<file path="config.mk">
export PLATFORM = sky130hd
export DESIGN_NAME = hps_sequencer
export DESIGN_NICKNAME = d
export VERILOG_FILES = /design/src/shared/hps_pkg.sv /design/src/core/hps_sequencer.sv /design/src/core/hps_fifo.sv
export SDC_FILE = /design/constraint.sdc
export NUM_CORES = 1
export LEC_CHECK = 0
export ABC_AREA = 1
export BUFFER_PORTS_ARGS = -buffer_cell sky130_fd_sc_hd__buf_2
export CORE_ASPECT_RATIO = 1.2
export CORE_UTILIZATION = 25
export CTS_CLUSTER_DIAMETER = 100
export DETAILED_ROUTE_END_ITERATION = 8
export HOLD_SLACK_MARGIN = 0.03
export SLEW_MARGIN = 25
export SYNTH_ARGS = -nofsm -noshare
export SYNTH_HDL_FRONTEND = slang
export SYNTH_SLANG_ARGS = --single-unit
</file>
<file path="constraint.sdc">
create_clock -name clk_sys -period 3.47 [get_ports clk_sys]
set_input_delay 0.347 -clock clk_sys [delete_from_list [all_inputs] [get_ports clk_sys]]
set_output_delay 0.347 -clock clk_sys [all_outputs]
set_load 0.005 [all_outputs]
</file>
<file path="src/shared/hps_pkg.sv">
// package: register map, state encoding and timing constants of the sequencer
package hps_pkg;
    // apb register offsets, byte addresses
    localparam logic [7:0] ADDR_CTRL = 8'h00;
    localparam logic [7:0] ADDR_FIFO = 8'h04;
    localparam logic [7:0] ADDR_STATUS = 8'h08;
    localparam logic [7:0] ADDR_OUT = 8'h0c;
    // control register field positions
    localparam int CTRL_STANDBY = 0;
    localparam int CTRL_FORCE = 1;
    localparam int CTRL_SRST = 2;
    localparam int CTRL_GAIN_LO = 3;
    localparam int CTRL_GAIN_HI = 4;
    localparam logic [1:0] GAIN_RST = 2'h0;
    localparam logic STANDBY_RST = 1'b1;
    // mid-scale code and full-scale limits, two's complement
    localparam logic [7:0] MID_CODE = 8'h00;
    localparam logic [7:0] POS_FS = 8'h7f;
    localparam logic [7:0] NEG_FS = 8'h80;
    // timing
    localparam int CLK_HZ = 40_000_000;
    localparam int TICK_HZ = 8_000;
    localparam int TICK_CYC = CLK_HZ / TICK_HZ;
    localparam int WAKE_US = 2000;
    localparam int WAKE_CYC = (CLK_HZ / 1_000_000) * WAKE_US;
    localparam int IDLE_TICKS = 16;
    localparam int FIFO_DEPTH = 100;

    typedef enum logic [2:0] {
        ST_STANDBY = 3'b000,
        ST_IDLE = 3'b001,
        ST_WAKE = 3'b010,
        ST_PLAY = 3'b011,
        ST_WAIT = 3'b100,
        ST_RAMP = 3'b101
    } hps_state_e;

    // apb request bundle
    typedef struct packed {
        logic psel;
        logic penable;
        logic pwrite;
        logic [7:0] paddr;
        logic [31:0] pwdata;
    } hps_apb_req_s;

    // software-controlled bits
    typedef struct packed {
        logic standby;
        logic force_power_on;
        logic [1:0] gain;
    } hps_ctrl_s;
endpackage

</file>
<file path="src/core/hps_sequencer.sv">
// haptic playback power sequencer with apb register access
// How it works
// - boost and amplifier enabled as soon as a sample write wakes us; playback starts 2 ms later.
// - output path shuts down cleanly when data stops or the buffer underruns.
// - after idle timeout, a non-zero held output ramps toward 0x00.
// - sample bytes written during the ramp are discarded.
// - without override, enables are on only while playback needs them.
// - without force, first sample reaches the converter only after wake-up completes.
// - force bit starts power-up at once and holds enables on.
// - with force set, samples play with no wake-up delay.
// - standby bit rising enters the lowest-power standby state.
// - while standby is set every other mode stays disabled.
// - standby bit falling readies the device to accept samples.
// - soft reset aborts activity, restores defaults, enters standby.
// - two-bit range code picks 25/50/75/100 V peak, analog gain to match.
// - over-temperature disables boost and amp; resumes once cool again.
// - brownout shuts down and resets to defaults at once, holding them until supply recovers.
// - one buffered sample per 8 kHz tick goes to the converter.
// - samples are signed: 0x7f top, 0x80 bottom, 0x00 mid-scale.
`timescale 1ns/10ps
module hps_sequencer #(
    parameter int WAKE_CYCLES = hps_pkg::WAKE_CYC,
    parameter int TICK_CYCLES = hps_pkg::TICK_CYC,
    parameter int IDLE_TICKS = hps_pkg::IDLE_TICKS,
    parameter int FIFO_DEPTH = hps_pkg::FIFO_DEPTH
) (
    input wire logic clk_sys,
    input wire logic rst_n,
    input wire logic psel,
    input wire logic penable,
    input wire logic pwrite,
    input wire logic [7:0] paddr,
    input wire logic [31:0] pwdata,
    output logic [31:0] prdata,
    output logic pready,
    output logic pslverr,
    input wire logic over_temp,
    input wire logic brownout_threshold,
    output logic boost_en,
    output logic amp_en,
    output logic [1:0] gain_sel,
    output logic [7:0] dac_code,
    output logic dac_strobe
);
    localparam int AW = 7;

    typedef struct packed {
        hps_pkg::hps_state_e st;
        hps_pkg::hps_ctrl_s ctrl;
        logic [22:0] cnt;
        logic [15:0] tick;
        logic [7:0] idle;
        logic [7:0] dac;
        logic strobe;
        logic pwr;
        logic drop_seen;
    } hps_seq_s;

    hps_seq_s s_q, s_d;
    hps_pkg::hps_apb_req_s req;
    logic acc, wr, rd, fifo_wr, fifo_rd, flush, tick_hit;
    logic [7:0] fifo_data;
    logic fifo_empty, fifo_full;
    logic [AW:0] fifo_level;
    logic mapped;

    // one step toward mid-scale, sign-aware for two's complement
    function automatic logic [7:0] toward_mid(input logic [7:0] v);
        if (v == hps_pkg::MID_CODE) toward_mid = v;
        else if (v[7]) toward_mid = v + 8'h01; // negative climbs up
        else toward_mid = v - 8'h01;
    endfunction

    assign req = '{psel, penable, pwrite, paddr, pwdata};
    assign acc = req.psel && req.penable;
    assign wr = acc && req.pwrite;
    assign rd = acc && !req.pwrite;
    assign pready = 1'b1; // zero wait states
    assign mapped = (req.paddr == hps_pkg::ADDR_CTRL) ||
                    (req.paddr == hps_pkg::ADDR_FIFO) ||
                    (req.paddr == hps_pkg::ADDR_STATUS) ||
                    (req.paddr == hps_pkg::ADDR_OUT);
    assign pslverr = acc && !mapped;
    assign tick_hit = (s_q.tick == 16'(TICK_CYCLES - 1));

    // sample byte write; dropped in standby, ramp and hazard states
    assign fifo_wr = wr && (req.paddr == hps_pkg::ADDR_FIFO) &&
                     !s_q.ctrl.standby &&
                     (s_q.st != hps_pkg::ST_RAMP) &&
                     !over_temp && !brownout_threshold;

    // flush on soft reset, brownout or standby
    always_comb begin
        flush = brownout_threshold || s_q.ctrl.standby;
        if (wr && req.paddr == hps_pkg::ADDR_CTRL &&
            req.pwdata[hps_pkg::CTRL_SRST]) flush = 1'b1;
    end

    // drain one byte per tick while playing
    assign fifo_rd = tick_hit && !fifo_empty && !over_temp &&
                     ((s_q.st == hps_pkg::ST_PLAY) ||
                      (s_q.st == hps_pkg::ST_WAIT));

    hps_fifo #(
        .DEPTH(FIFO_DEPTH),
        .AW(AW)
    ) u_fifo (
        .clk_sys(clk_sys),
        .rst_n(rst_n),
        .flush(flush),
        .wr_en(fifo_wr),
        .wr_data(req.pwdata[7:0]),
        .rd_en(fifo_rd),
        .rd_data(fifo_data),
        .empty(fifo_empty),
        .full(fifo_full),
        .level(fifo_level)
    );

    // read mux; reserved bits read zero
    always_comb begin
        prdata = '0;
        if (rd) begin
            unique case (req.paddr)
                hps_pkg::ADDR_CTRL: begin
                    prdata[hps_pkg::CTRL_STANDBY] = s_q.ctrl.standby;
                    prdata[hps_pkg::CTRL_FORCE] = s_q.ctrl.force_power_on;
                    prdata[hps_pkg::CTRL_GAIN_HI:hps_pkg::CTRL_GAIN_LO] =
                        s_q.ctrl.gain;
                end
                hps_pkg::ADDR_STATUS: begin
                    prdata[2:0] = s_q.st;
                    prdata[3] = fifo_empty;
                    prdata[4] = fifo_full;
                    prdata[5] = s_q.pwr;
                    prdata[6] = over_temp;
                    prdata[7] = s_q.drop_seen;
                    prdata[15:8] = 8'(fifo_level);
                end
                hps_pkg::ADDR_OUT: prdata[7:0] = s_q.dac;
                default: prdata = '0;
            endcase
        end
    end

    // sequencer next state
    always_comb begin
        s_d = s_q;
        s_d.strobe = 1'b0;
        s_d.tick = tick_hit ? '0 : s_q.tick + 16'h0001;
        if (wr && req.paddr == hps_pkg::ADDR_FIFO && !fifo_wr)
            s_d.drop_seen = 1'b1;
        // control writes
        if (wr && req.paddr == hps_pkg::ADDR_CTRL) begin
            s_d.ctrl.standby = req.pwdata[hps_pkg::CTRL_STANDBY];
            s_d.ctrl.force_power_on = req.pwdata[hps_pkg::CTRL_FORCE];
            s_d.ctrl.gain = req.pwdata[hps_pkg::CTRL_GAIN_HI:
                                       hps_pkg::CTRL_GAIN_LO];
            s_d.drop_seen = 1'b0;
        end
        unique case (s_q.st)
            hps_pkg::ST_STANDBY: begin
                s_d.pwr = 1'b0;
                s_d.dac = hps_pkg::MID_CODE;
                if (!s_q.ctrl.standby) s_d.st = hps_pkg::ST_IDLE;
            end
            hps_pkg::ST_IDLE: begin
                s_d.pwr = 1'b0;
                if (s_q.ctrl.force_power_on) begin
                    s_d.st = hps_pkg::ST_WAKE;
                    s_d.cnt = '0;
                end else if (!fifo_empty) begin
                    s_d.st = hps_pkg::ST_WAKE;
                    s_d.cnt = '0;
                end
            end
            hps_pkg::ST_WAKE: begin
                s_d.pwr = 1'b1;
                s_d.cnt = s_q.cnt + 23'h000001;
                if (s_q.cnt == 23'(WAKE_CYCLES - 1)) begin
                    s_d.st = hps_pkg::ST_PLAY;
                    s_d.tick = '0;
                end
            end
            hps_pkg::ST_PLAY: begin
                if (fifo_rd) begin
                    s_d.dac = fifo_data;
                    s_d.strobe = 1'b1;
                end else if (tick_hit && fifo_empty) begin
                    s_d.st = hps_pkg::ST_WAIT;
                    s_d.idle = '0;
                end
            end
            hps_pkg::ST_WAIT: begin
                if (fifo_rd) begin
                    s_d.dac = fifo_data;
                    s_d.strobe = 1'b1;
                    s_d.st = hps_pkg::ST_PLAY;
                end else if (tick_hit) begin
                    s_d.idle = s_q.idle + 8'h01;
                    if (s_q.idle == 8'(IDLE_TICKS - 1)) begin
                        if (s_q.dac != hps_pkg::MID_CODE)
                            s_d.st = hps_pkg::ST_RAMP;
                        else if (!s_q.ctrl.force_power_on)
                            s_d.st = hps_pkg::ST_IDLE;
                    end
                end
            end
            hps_pkg::ST_RAMP: begin
                if (tick_hit) begin
                    s_d.dac = toward_mid(s_q.dac);
                    s_d.strobe = 1'b1;
                    if (toward_mid(s_q.dac) == hps_pkg::MID_CODE)
                        s_d.st = s_q.ctrl.force_power_on ?
                                 hps_pkg::ST_WAIT : hps_pkg::ST_IDLE;
                    s_d.idle = '0;
                end
            end
            default: s_d.st = hps_pkg::ST_STANDBY;
        endcase
        // with force set, power stays up and the wake wait is skipped
        if (s_q.ctrl.force_power_on && s_q.pwr &&
            s_d.st == hps_pkg::ST_WAKE) s_d.st = hps_pkg::ST_PLAY;
        // entering idle (timeout or ramp done, force off): drop power
        if (s_d.st == hps_pkg::ST_IDLE) s_d.pwr = 1'b0;
        // standby entry overrides next state, power and counters
        if (s_d.ctrl.standby) begin
            s_d.st = hps_pkg::ST_STANDBY;
            s_d.pwr = 1'b0;
            s_d.idle = '0;
            s_d.cnt = '0;
        end
        // soft reset restores defaults and lands in standby
        if (wr && req.paddr == hps_pkg::ADDR_CTRL &&
            req.pwdata[hps_pkg::CTRL_SRST]) begin
            s_d = '0;
            s_d.ctrl.standby = hps_pkg::STANDBY_RST;
            s_d.ctrl.gain = hps_pkg::GAIN_RST;
            s_d.st = hps_pkg::ST_STANDBY;
        end
        // brownout: shut down and hold defaults until supply returns
        if (brownout_threshold) begin
            s_d = '0;
            s_d.ctrl.standby = hps_pkg::STANDBY_RST;
            s_d.ctrl.gain = hps_pkg::GAIN_RST;
            s_d.st = hps_pkg::ST_STANDBY;
        end
    end

    always_ff @(posedge clk_sys or negedge rst_n) begin
        if (!rst_n) begin
            s_q <= '0;
            s_q.ctrl.standby <= hps_pkg::STANDBY_RST;
            s_q.st <= hps_pkg::ST_STANDBY;
        end else begin
            s_q <= s_d;
        end
    end

    // outputs; thermal trip gates enables but leaves state intact
    assign boost_en = (s_q.pwr || s_q.ctrl.force_power_on) &&
                      !s_q.ctrl.standby && !over_temp;
    assign amp_en = boost_en;
    assign gain_sel = s_q.ctrl.gain;
    assign dac_code = s_q.dac;
    assign dac_strobe = s_q.strobe;
endmodule

</file>
<file path="src/core/hps_fifo.sv">
// sample buffer holding written bytes until the tick consumes them
`timescale 1ns/10ps
module hps_fifo #(
    parameter int DEPTH = 100,
    parameter int AW = 7
) (
    input wire logic clk_sys,
    input wire logic rst_n,
    input wire logic flush,
    input wire logic wr_en,
    input wire logic [7:0] wr_data,
    input wire logic rd_en,
    output logic [7:0] rd_data,
    output logic empty,
    output logic full,
    output logic [AW:0] level
);
    typedef struct packed {
        logic [AW-1:0] wp;
        logic [AW-1:0] rp;
        logic [AW:0] cnt;
    } hps_fifo_s;

    logic [7:0] mem [DEPTH];
    hps_fifo_s s_q, s_d;
    logic do_wr, do_rd;

    function automatic logic [AW-1:0] bump(input logic [AW-1:0] p);
        bump = (p == AW'(DEPTH - 1)) ? '0 : p + 1'b1;
    endfunction

    assign empty = (s_q.cnt == '0);
    assign full = (s_q.cnt == (AW+1)'(DEPTH));
    assign do_wr = wr_en && !full;
    assign do_rd = rd_en && !empty;
    assign rd_data = mem[s_q.rp];
    assign level = s_q.cnt;

    // pointer and count update; flush wins over any access
    always_comb begin
        s_d = s_q;
        if (flush) begin
            s_d = '0;
        end else begin
            if (do_wr) s_d.wp = bump(s_q.wp);
            if (do_rd) s_d.rp = bump(s_q.rp);
            if (do_wr && !do_rd) s_d.cnt = s_q.cnt + 1'b1;
            if (do_rd && !do_wr) s_d.cnt = s_q.cnt - 1'b1;
        end
    end

    always_ff @(posedge clk_sys or negedge rst_n) begin
        if (!rst_n) s_q <= '0;
        else s_q <= s_d;
    end

    // storage has no reset, contents are gated by the count
    always_ff @(posedge clk_sys) begin
        if (do_wr && !flush) mem[s_q.wp] <= wr_data;
    end
endmodule

</file>
==> results of run 1 <==
-- power by group through the flow --
stage	sequential (mW)	clock [mW]	combinational, mW
final	11.6	9.76	0.280
after global placement	11.9	0	0.278
after CTS	11.6	9.97	0.287
after detailed placement	11.9	0	0.285
after global routing	11.6	10.4	0.306
after floorplan	11.9	0	0.0409
-- metal layers --
layer / up-vias / global-route usage [%] / part of all wire (%)
met5: - / 0 / 0.0078
met4: 2 / 4.33 / 2.9
met3: 158 / 1.88 / 6.1
met2: 796 / 21.5 / 48
met1: 13200 / 16.5 / 43
li1: 13000 / - / -
-- cell type report --
class                   count  area share (%)
flip-flops and latches    887            57.5
repair buffers            228            3.99
inverters                 268            2.24
clock buffers             124            5.66
well taps                2080            5.71
multi-input cells        2391            24.1
clock inverters            46           0.848
-- sequential cells by signal, summed over array words and instances, names as in the netlist --
signal,cells
u_fifo.mem,800
gain_sel,2
dac_code,8
s_q,54
dac_strobe,1
u_fifo.s_q,14
u_fifo.level,8
-- final timing paths --
kind / start / end / depth (start not counted) / slack (ns)
worst max-delay path: u_fifo.level[0]$_DFFE_PN0P_ / u_fifo.level[6]$_DFFE_PN0P_ / 17 / 0.46
worst min-delay path: brownout_threshold / s_q[60]$_DFFE_PN0P_ / 4 / 0.1
worst max register to register: u_fifo.level[0]$_DFFE_PN0P_ / u_fifo.level[6]$_DFFE_PN0P_ / 17 / 0.46
worst min register to register: s_q[19]$_DFF_PN0_ / s_q[19]$_DFF_PN0_ / 1 / 0.46
max in group asynchronous: rst_n / s_q[61]$_DFF_PN1_ / 3 / 2.39
min in group asynchronous: rst_n / s_q[47]$_DFFE_PN0P_ / 2 / 0.22
-- worst max-delay path, cell delays in order, from the launching register on --
cell	delay [ns]
dfrtp_1	0.45
nor2_1	0.15
nand3_1	0.08
nor2_1	0.31
inv_1	0.16
nand3_2	0.15
inv_1	0.06
nand2_1	0.11
inv_1	0.15
ha_1	0.38
nand2_1	0.08
nand2_1	0.05
a31oi_1	0.21
inv_1	0.06
a21oi_1	0.12
o21ai_0	0.10
xor2_1	0.15
o21ai_1	0.13
-- timing repair --
item                      in CTS  in global routing
hold endpoints to repair      39                  0
hold buffers                   1                  0
buffers inserted               0                  0
-- kinds of logic (layout without fill, tap and decap cells) --
family	after synthesis	after routing	synth area share, %
AND/OR/NAND/NOR	1798	1798	19.1
flip-flops	887	887	66.7
AO/OA/AOI/OAI	530	530	7.38
buffers and inverters	480	666	5.51
XOR/XNOR	26	26	0.580
adder cells (fa/ha/maj)	20	20	0.675
other	2	17	0.0191
-- cell usage after synthesis (3+ instances only) --
| master | n |
|---|---|
| edfxtp_1 | 800 |
| nand2_1 | 726 |
| nor2_1 | 668 |
| o21ai_0 | 327 |
| nand3_1 | 286 |
| inv_1 | 251 |
| a21oi_1 | 88 |
| dfrtp_1 | 86 |
| buf_2 | 83 |
| o211ai_1 | 58 |
| buf_4 | 57 |
| clkbuf_1 | 57 |
| nor3_1 | 34 |
| nand4_1 | 24 |
| xor2_1 | 22 |
| ha_1 | 18 |
| o22ai_1 | 17 |
| or2_2 | 14 |
| o21ai_1 | 12 |
| a31oi_1 | 10 |
| buf_1 | 10 |
| inv_2 | 10 |
| nand3_2 | 8 |
| nor4_1 | 7 |
| nor3b_1 | 6 |
| buf_6 | 5 |
| nand2_4 | 5 |
| clkinv_1 | 4 |
| nor2_2 | 4 |
| nor2_4 | 4 |
| xnor2_1 | 4 |
| a21oi_2 | 3 |
| o21a_1 | 3 |
-- metrics by stage --
stage,hold WS (ns),setup slack (ns),total power [mW],instances
2_1_floorplan,0.0514,0.834,11.9,3758
3_3_place_gp,0.380,0.329,12.1,5853
3_5_place_dp,0.370,0.287,12.2,5853
4_1_cts,0.0343,0.404,21.9,6024
5_1_grt,0.0922,0.108,22.3,6024
6_report,0.0953,0.456,21.7,6024
==> impl_results.md, run 1 <==
- Maximum VDD drop: about 0.00034 V
- Die height: roughly 440 um
- Synth top area share: around 60%
- CTS buffer count: 94
- Max-cap violations: 0
- DRT Wirelength: roughly 100 mm
- Seq pwr share: 53.7%
- Resize count post-CTS: 0
- Row cnt: roughly 160
- Unrepaired setup endpoints after global routing: false
- Drt via density: 4.51
- Synthesized instance count: ~3700
- First-pass GRT wire length: around 160 mm
- Top Ports: between 90 and 100
- Final HPWL from detailed placement: about 64 mm
- CP Launch Type: register
- Final count of negative-setup-slack endpoints: 0
- CTS max path bufs: 3
- Clk pwr share: about 45%
- Clock Root Buffer: clkbuf_16
- Logic pwr share: under 10%
- Avg Inst Size Synth: roughly 10 sq um
- Final hold viol count: 0
- Net Sw Power: approximately 4.3 mW
- CTS sink cnt: between 800 and 900
- Synth Cell Area: around 39000 sq um
- Antenna violations before repair: 1
- CTS HTree Levels: 3
- P per Cell Area: approximately 480 nW/um^2
- Relative slew margins: between 30% and 40%
- Filler instances: ~16000
- Clk_lat worst skew: between 0.6 and 0.7 ns
- Setup TNS: 0 ns
- Number of global-route vias before repair: 26300
- Largest net degree at the start of global routing: between 100 and 150
- FMAX: 0.332 GHz
- DP Area: about 43000 sq um
- CTS tree: yes
- Clock skew: approximately 0.022 ns
- Worst setup path category: register to register
- Core area: around 160000 sq um
- Antenna cells: 0
- Top FF cell, synth: edfxtp_1
- Async set-reset flop share out of synthesis: under 10%
- EDFF count, synth: 800
- Clock Pin Slew Worst Setup and Hold Paths: around 0.060 ns
- Commonest non-fill, non-tap cells in the layout: 800 x edfxtp_1, 726 x nand2_1, 666 x nor2_1
- DRT antenna net count: 0
- # DRC: 0
- Initial drt markers: 2541
- Sw Ratio: 20.0%
- Initial Utilization: 25.3%
- Multi-input logic area: ~11000 sq um
- Run status: complete, no violations
- Count of nets after finishing: just under 4000
- Tot GR Track Use: between 10% and 20%
- Sequential cell area: about 26000 sq um
- Via count: roughly 27000
- 1st-pass router iterations: 6
- Synth top area cells: edfxtp_1 61%, nand2_1 6.9%, nor2_1 6.4%
- Core Util, Final: a little under 30%
- Die X-Extent: 364 um
- Fin. max-slew vios: 0
- Crit path DAT: around 3.6 ns
- Pin slew with the least headroom to its limit: slightly above 0.9 ns
- Fin crit share: roughly 87%
- Die area: 159000 sq um
- Most common cell after layout, fill and taps aside: edfxtp_1
- Required time of the critical path: ~4 ns
- Critical Path End Type: register
- P_int: between 15 and 20 mW
- Worst Path Max Fanout: 7
- Synth area leader: edfxtp_1
- Leakage: 16.7 nW
- Yosys warns: 0
- Count of state elements after synthesis: approximately 890
- DR WL/cell: approximately 17 um
- Overflow after GRT: 0
- Fin crit period: 3.01 ns
- Layout cells sized above 1: a little over a tenth
- Area growth from synthesis to layout: 16.1%
- Gp weighted congestion: about 0.88
- Synth cell types: 56
- Final instance area: 45600 sq um
- Post-synthesis sequential area ratio: between 60% and 70%
- HP Class: input port to register
- I/O Buffers: 52
No activity file was read; power rests on OpenSTA's default activity.
==> run 2: changes to the inputs <==
--- a/config.mk
+++ b/config.mk
@@ -7,11 +7,14 @@
 export LEC_CHECK = 0
 export ABC_AREA = 1
 export BUFFER_PORTS_ARGS = -buffer_cell sky130_fd_sc_hd__buf_2
+export CELL_PAD_IN_SITES_DETAIL_PLACEMENT = 0
+export CELL_PAD_IN_SITES_GLOBAL_PLACEMENT = 2
 export CORE_ASPECT_RATIO = 1.2
-export CORE_UTILIZATION = 25
+export CORE_UTILIZATION = 42
 export CTS_CLUSTER_DIAMETER = 100
 export DETAILED_ROUTE_END_ITERATION = 8
 export HOLD_SLACK_MARGIN = 0.03
+export PLACE_DENSITY = 0.8
 export SLEW_MARGIN = 25
 export SYNTH_ARGS = -nofsm -noshare
 export SYNTH_HDL_FRONTEND = slang
==> run 2 against run 1 <==
  * Largest cell class unchanged
  * Register-to-register slack got worse by 0.03 ns
  * Sequential share of layout area is 1.5 points higher
  * Combinational power decreased by 6%
  * Final cell count fell by 14%
  * Clock power about the same
  * Via count shrank 2.9%
  * Count of clock-buffer cells in the layout down 14
  * Wire length rose by 2.8%
  * Critical path depth increased by 3
  * First-iteration DRC count fell by 28%
==> impl_results.md, run 2 (same netlist as run 1, synthesis figures left out) <==
- Final instance area: 44400 sq um
- Final hold viol count: 0
- Die height: approximately 340 um
- Commonest non-fill, non-tap cells in the layout: 800 x edfxtp_1, 726 x nand2_1, 666 x nor2_1
- Die area: roughly 95000 sq um
- Number of global-route vias before repair: roughly 26000
- Layout cells sized above 1: between 10% and 20%
- Most flop-heavy register: u_fifo.mem
- Drt via density: a little over 5
- Pin slew with the least headroom to its limit: approximately 1.0 ns
- Gp weighted congestion: 0.827
- Run status: complete, no violations
- CTS tree: yes
- Fin. max-slew vios: 0
- Setup TNS: 0 ns
- Top Ports: 94
- CTS buffer count: 91
- Row cnt: about 120
- Fin crit period: roughly 3.0 ns
- Initial Utilization: a little over two fifths
- Antenna cells: 0
- Largest regs: u_fifo.mem (800), s_q (54), u_fifo.s_q (14)
- Critical Path End Type: register
- Initial drt markers: roughly 1800
- HP Class: input port to register
- Overflow after GRT: 0
- Sequential cell area: between 20000 and 30000 sq um
- Die X-Extent: 281 um
- Core Util, Final: between 40% and 50%
- Worst Path Max Fanout: 7
- Worst setup path category: register to register
- Fin crit share: around 88%
- CTS max path bufs: 3
- Maximum VDD drop: 0.000384 V
- Max reg flops: 800
- Final count of negative-setup-slack endpoints: 0
- Most common cell after layout, fill and taps aside: edfxtp_1
- I/O Buffers: 52
- Filler instances: ~8700
- Leakage: approximately 17 nW
- Count of nets after finishing: just under 4000
- FMAX: roughly 0.33 GHz
- Clock Pin Slew Worst Setup and Hold Paths: ~0.06 ns
- DRT Wirelength: around 110 mm
- P per Cell Area: around 500 nW/um^2
- Clock Root Buffer: clkbuf_16
- First-pass GRT wire length: ~160 mm
- Dpl cells: ~5000
- Final HPWL from detailed placement: around 65 mm
- Relative slew margins: between 30% and 40%
- DRT antenna net count: 0
- Unrepaired setup endpoints after global routing: false
- Multi-input logic area: 11000 sq um
- CTS HTree Levels: 3
- Tot GR Track Use: between 20% and 30%
- DP Area: ~41000 sq um
- 1st-pass router iterations: 5
- Max-cap violations: 0
- # DRC: 0
- Hold slack final: 0.193 ns
- Crit path DAT: 3.62 ns
- Required time of the critical path: about 4.1 ns
- Antenna violations before repair: 0
- Via count: 26400
- Layout Cells excl Fill: 5161
- Clk_lat worst skew: 0.66 ns
- CP Launch Type: register
- Core area: 92500 sq um
- Area growth from synthesis to layout: 13.1%
- Clock skew: ~0.022 ns
- DR WL/cell: about 20 um
- Largest net degree at the start of global routing: 113
- CTS sink cnt: between 800 and 900
==> run 2: cell types whose count changed in the layout (fill, tap and decap cells not counted), moves of 3 or more <==
cell / delta
clkinvlp_4: +5
clkinv_1: -5
clkbuf_1: -10
clkinv_2: +6
buf_4: -20
inv_4: -3
clkbuf_16: -5
==> run 2: path summary, 6_finish.rpt <==
path / depth (start not counted) / startpoint / end / slack [ns]
min in group asynchronous: 2 / rst_n / gain_sel[0]$_DFFE_PN0P_ / 0.37
min reg2reg: 1 / s_q[19]$_DFF_PN0_ / s_q[19]$_DFF_PN0_ / 0.46
max: 20 / s_q[19]$_DFF_PN0_ / u_fifo.level[6]$_DFFE_PN0P_ / 0.42
max in group asynchronous: 3 / rst_n / s_q[54]$_DFFE_PN0P_ / 2.34
max reg2reg: 20 / s_q[19]$_DFF_PN0_ / u_fifo.level[6]$_DFFE_PN0P_ / 0.42
min: 4 / pwdata[0] / s_q[16]$_DFFE_PN0P_ / 0.19
==> run 2: worst max-delay path: stages (launching register included) <==
cell and delay (ns):
dfrtp_1 0.36, ha_1 0.17, nand2_1 0.07, inv_1 0.09
nand2_1 0.05, nor2_1 0.10, nand2_1 0.14, inv_1 0.15
nand3_2 0.14, inv_1 0.10, nand2_1 0.10, inv_1 0.23
ha_1 0.34, nand2_1 0.09, nand2_1 0.05, a31oi_1 0.21
inv_1 0.07, a21oi_1 0.11, o21ai_0 0.10, xor2_1 0.15
o21ai_1 0.13
==> run 2: metal layers <==
| layer | vias up | wire, um | track usage [%] | part of all wire [%] |
|---|---|---|---|---|
| li1 | 13000 | - | - | - |
| met2 | 444 | 53400 | 39.4 | 50 |
| met1 | 12900 | 45800 | 29.6 | 43 |
| met5 | - | 0 | 0 | 0 |
| met4 | 0 | 2700 | 6.62 | 2.5 |
| met3 | 137 | 3940 | 2.70 | 3.7 |
==> run 2: what timing repair did <==
item                      in CTS  in global routing
hold buffers                   2                  0
gates resized for setup        0                  0
hold endpoints to repair      61                  0
buffers inserted               0                  0
==> run 2: report_power, final <==
| group | total, mW | switching (mW) | internal, mW |
|---|---|---|---|
| registers | 11.6 | 0.00174 | 11.6 |
| clock network | 9.73 | 4.15 | 5.58 |
| logic | 0.264 | 0.230 | 0.0342 |
| total | 21.6 | 4.38 | 17.3 |
==> run 2: layout make-up <==
class,count,area share (%)
clock buffer,110,5.47
inverter,268,2.31
multi-input combinational,2391,24.7
sequential,887,59.0
tap,1240,3.49
timing repair buffer,212,3.89
clock inverter,53,1.13
==> run 2: metrics by stage <==
| step | power [mW] | setup WS, ns |
|---|---|---|
| floorplan | 11.9 | 0.834 |
| global placement | 12.1 | 0.338 |
| detailed placement | 12.1 | 0.299 |
| CTS | 21.9 | 0.413 |
| global route | 22.3 | 0.0953 |
| finish | 21.6 | 0.423 |
==> run 3: changes to the inputs <==
--- a/config.mk
+++ b/config.mk
@@ -10,6 +10,7 @@
 export CELL_PAD_IN_SITES_DETAIL_PLACEMENT = 0
 export CELL_PAD_IN_SITES_GLOBAL_PLACEMENT = 2
 export CORE_ASPECT_RATIO = 1.2
+export CORE_MARGIN = 10
 export CORE_UTILIZATION = 42
 export CTS_CLUSTER_DIAMETER = 100
 export DETAILED_ROUTE_END_ITERATION = 8
==> run 3 against run 2 <==
  * Worst setup slack better by 0.034 ns
  * Fmax up 1.1%
  * First-iteration DRC count up 22%
  * Via count up 2.0%
  * Core utilization up 0.40 points
  * Critical path depth unchanged
  * Sequential cell count unchanged
  * Clock power up 4%
  * Combinational power up 2%
  * Global-route usage down 2.7 points
  * Sequential power about the same
  * Register-to-register slack better by 0.03 ns
==> impl_results.md, run 3 (same netlist as run 1, synthesis figures left out) <==
- Most flop-heavy register: u_fifo.mem
- First-pass GRT wire length: 164 mm
- I/O Buffers: 52
- WL met2: roughly 54 mm
- Overflow after GRT: 0
- Number of global-route vias before repair: between 20000 and 30000
- Highest Signal Layer: met4
- Worst Path Max Fanout: 7
- Top Ports: 94
- Final count of negative-setup-slack endpoints: 0
- Clock Root Buffer: clkbuf_16
- Metal-1 WL: 45.7 mm
- Hold slack final: 0.202 ns
- Die X-Extent: 299 um
- Crit path DAT: between 3 and 4 ns
- Initial Utilization: 42.5%
- # Post-CTS Setup Buffers: 0
- Clk pwr share: 45.8%
- Clock Pin Slew Worst Setup and Hold Paths: about 0.06 ns
- CTS buffer count: between 90 and 100
- Die height: around 350 um
- Largest net degree at the start of global routing: between 100 and 150
- CTS tree: yes
- Layout cells sized above 1: a little under an eighth
- Core area: 92500 sq um
- Clock skew: just under 0.02 ns
- DR WL/cell: slightly above 20 um
- Via count: between 20000 and 30000
- # DRC: 0
- Layout Cells excl Fill: just over 5000
- Seq pwr share: 53.0%
- FMAX: around 0.33 GHz
- Die area: roughly 110000 sq um
- Initial drt markers: roughly 2200
- Unrepaired setup endpoints after global routing: false
- Worst setup path category: register to register
- WL met3: between 4 and 5 mm
- Overall power: 22.0 mW
- Filler instances: between 8000 and 9000
- Logic pwr share: between 1 and 1.5%
- Sw Ratio: between 20% and 30%
- CP Launch Type: register
- Tot GR Track Use: 19.9%
- Clk_lat worst skew: around 0.67 ns
- Fin crit period: roughly 3 ns
- Antenna violations before repair: 0
- CTS HTree Levels: 3
- CTS sink cnt: between 800 and 900
- Max-cap violations: 0
- DRT Wirelength: roughly 110 mm
- Maximum VDD drop: 0.000367 V
- Leakage: 16.8 nW
- Largest regs: u_fifo.mem (800), s_q (54), u_fifo.s_q (14)
- Relative slew margins: 42.7%
- Commonest non-fill, non-tap cells in the layout: 800 x edfxtp_1, 726 x nand2_1, 666 x nor2_1
- Antenna cells: 0
- Count of nets after finishing: about 4000
- Max reg flops: 800
- Run status: complete, no violations
- Net Sw Power: 4.40 mW
- Most common cell after layout, fill and taps aside: edfxtp_1
- DRT antenna net count: 0
- Required time of the critical path: between 4 and 5 ns
- Dpl cells: 5027
- Pin slew with the least headroom to its limit: approximately 0.86 ns
- P per Cell Area: 490 nW/um^2
- Final hold viol count: 0
- Gp weighted congestion: 0.838
- Core Util, Final: 48.4%
- CTS max path bufs: 3
- HP Class: input port to register
- Setup TNS: 0 ns
- Drt via density: between 5 and 6
- Fin crit share: 86.8%
- Row cnt: 122
- P_int: approximately 18 mW
- Final HPWL from detailed placement: roughly 67 mm
- Critical Path End Type: register
- Fin. max-slew vios: 0
- Area growth from synthesis to layout: 14.1%
- 1st-pass router iterations: 5
run 3: power by group through the flow:
stage / clock network [mW] / logic, mW / registers [mW]
floorplan: 0 / 0.0409 / 11.9
global placement: 0 / 0.269 / 11.9
detailed placement: 0 / 0.273 / 11.9
CTS: 10.3 / 0.276 / 11.6
global route: 10.7 / 0.294 / 11.6
finish: 10.1 / 0.268 / 11.6
run 3: area by class of cell:
type	count	area, sq um	area share (%)
well taps	1240	1550	3.46
inverters	268	1020	2.29
repair buffers	243	2000	4.45
multi-input cells	2391	11000	24.5
clock buffers	109	2390	5.33
clock inverters	54	652	1.45
flip-flops and latches	887	26200	58.5
run 3: path summary, 6_finish.rpt:
path                            depth (start not counted)         startpoint                          end  slack, ns
worst max-delay path                                   20  s_q[19]$_DFF_PN0_  u_fifo.level[6]$_DFFE_PN0P_       0.46
worst min-delay path                                    4          pwdata[0]          s_q[14]$_DFFE_PN0P_       0.20
worst max register to register                         20  s_q[19]$_DFF_PN0_  u_fifo.level[6]$_DFFE_PN0P_       0.46
worst min register to register                          1  s_q[19]$_DFF_PN0_            s_q[19]$_DFF_PN0_       0.46
max in group asynchronous                               3              rst_n    u_fifo.s_q[9]$_DFFE_PN0P_       2.73
min in group asynchronous                               3              rst_n      dac_code[4]$_DFFE_PN0P_       0.27
run 3: timing repair:
action / 4_1_cts / 5_1_grt
hold endpoints to repair: 87 / 0
setup endpoints to repair: 0 / 1
hold buffers: 2 / 0
resized for setup: 0 / 1
run 3: metal layers:
metal	GRT usage [%]	up-vias
li1	-	13000
met1	25.5	13100
met2	34.2	590
met3	3.04	165
met4	6.73	0
met5	0	-
run 3: stage by stage:
stage	area (sq um)	worst slack [ns]
after floorplan	39300	0.834
after global placement	41700	0.398
after detailed placement	41700	0.385
after CTS	44800	0.339
after global routing	44800	0.0831
final	44800	0.457
run 3: worst max-delay path: stages, from the launching register on:
cell	delay [ns]
dfrtp_1	0.37
ha_1	0.18
nand2_1	0.08
inv_1	0.09
nand2_1	0.05
nor2_1	0.15
nand2_1	0.16
inv_1	0.15
nand3_2	0.09
inv_1	0.10
nand2_1	0.11
inv_2	0.16
ha_1	0.30
nand2_1	0.08
nand2_1	0.05
a31oi_1	0.22
inv_1	0.07
a21oi_1	0.13
o21ai_0	0.10
xor2_1	0.15
o21ai_1	0.13
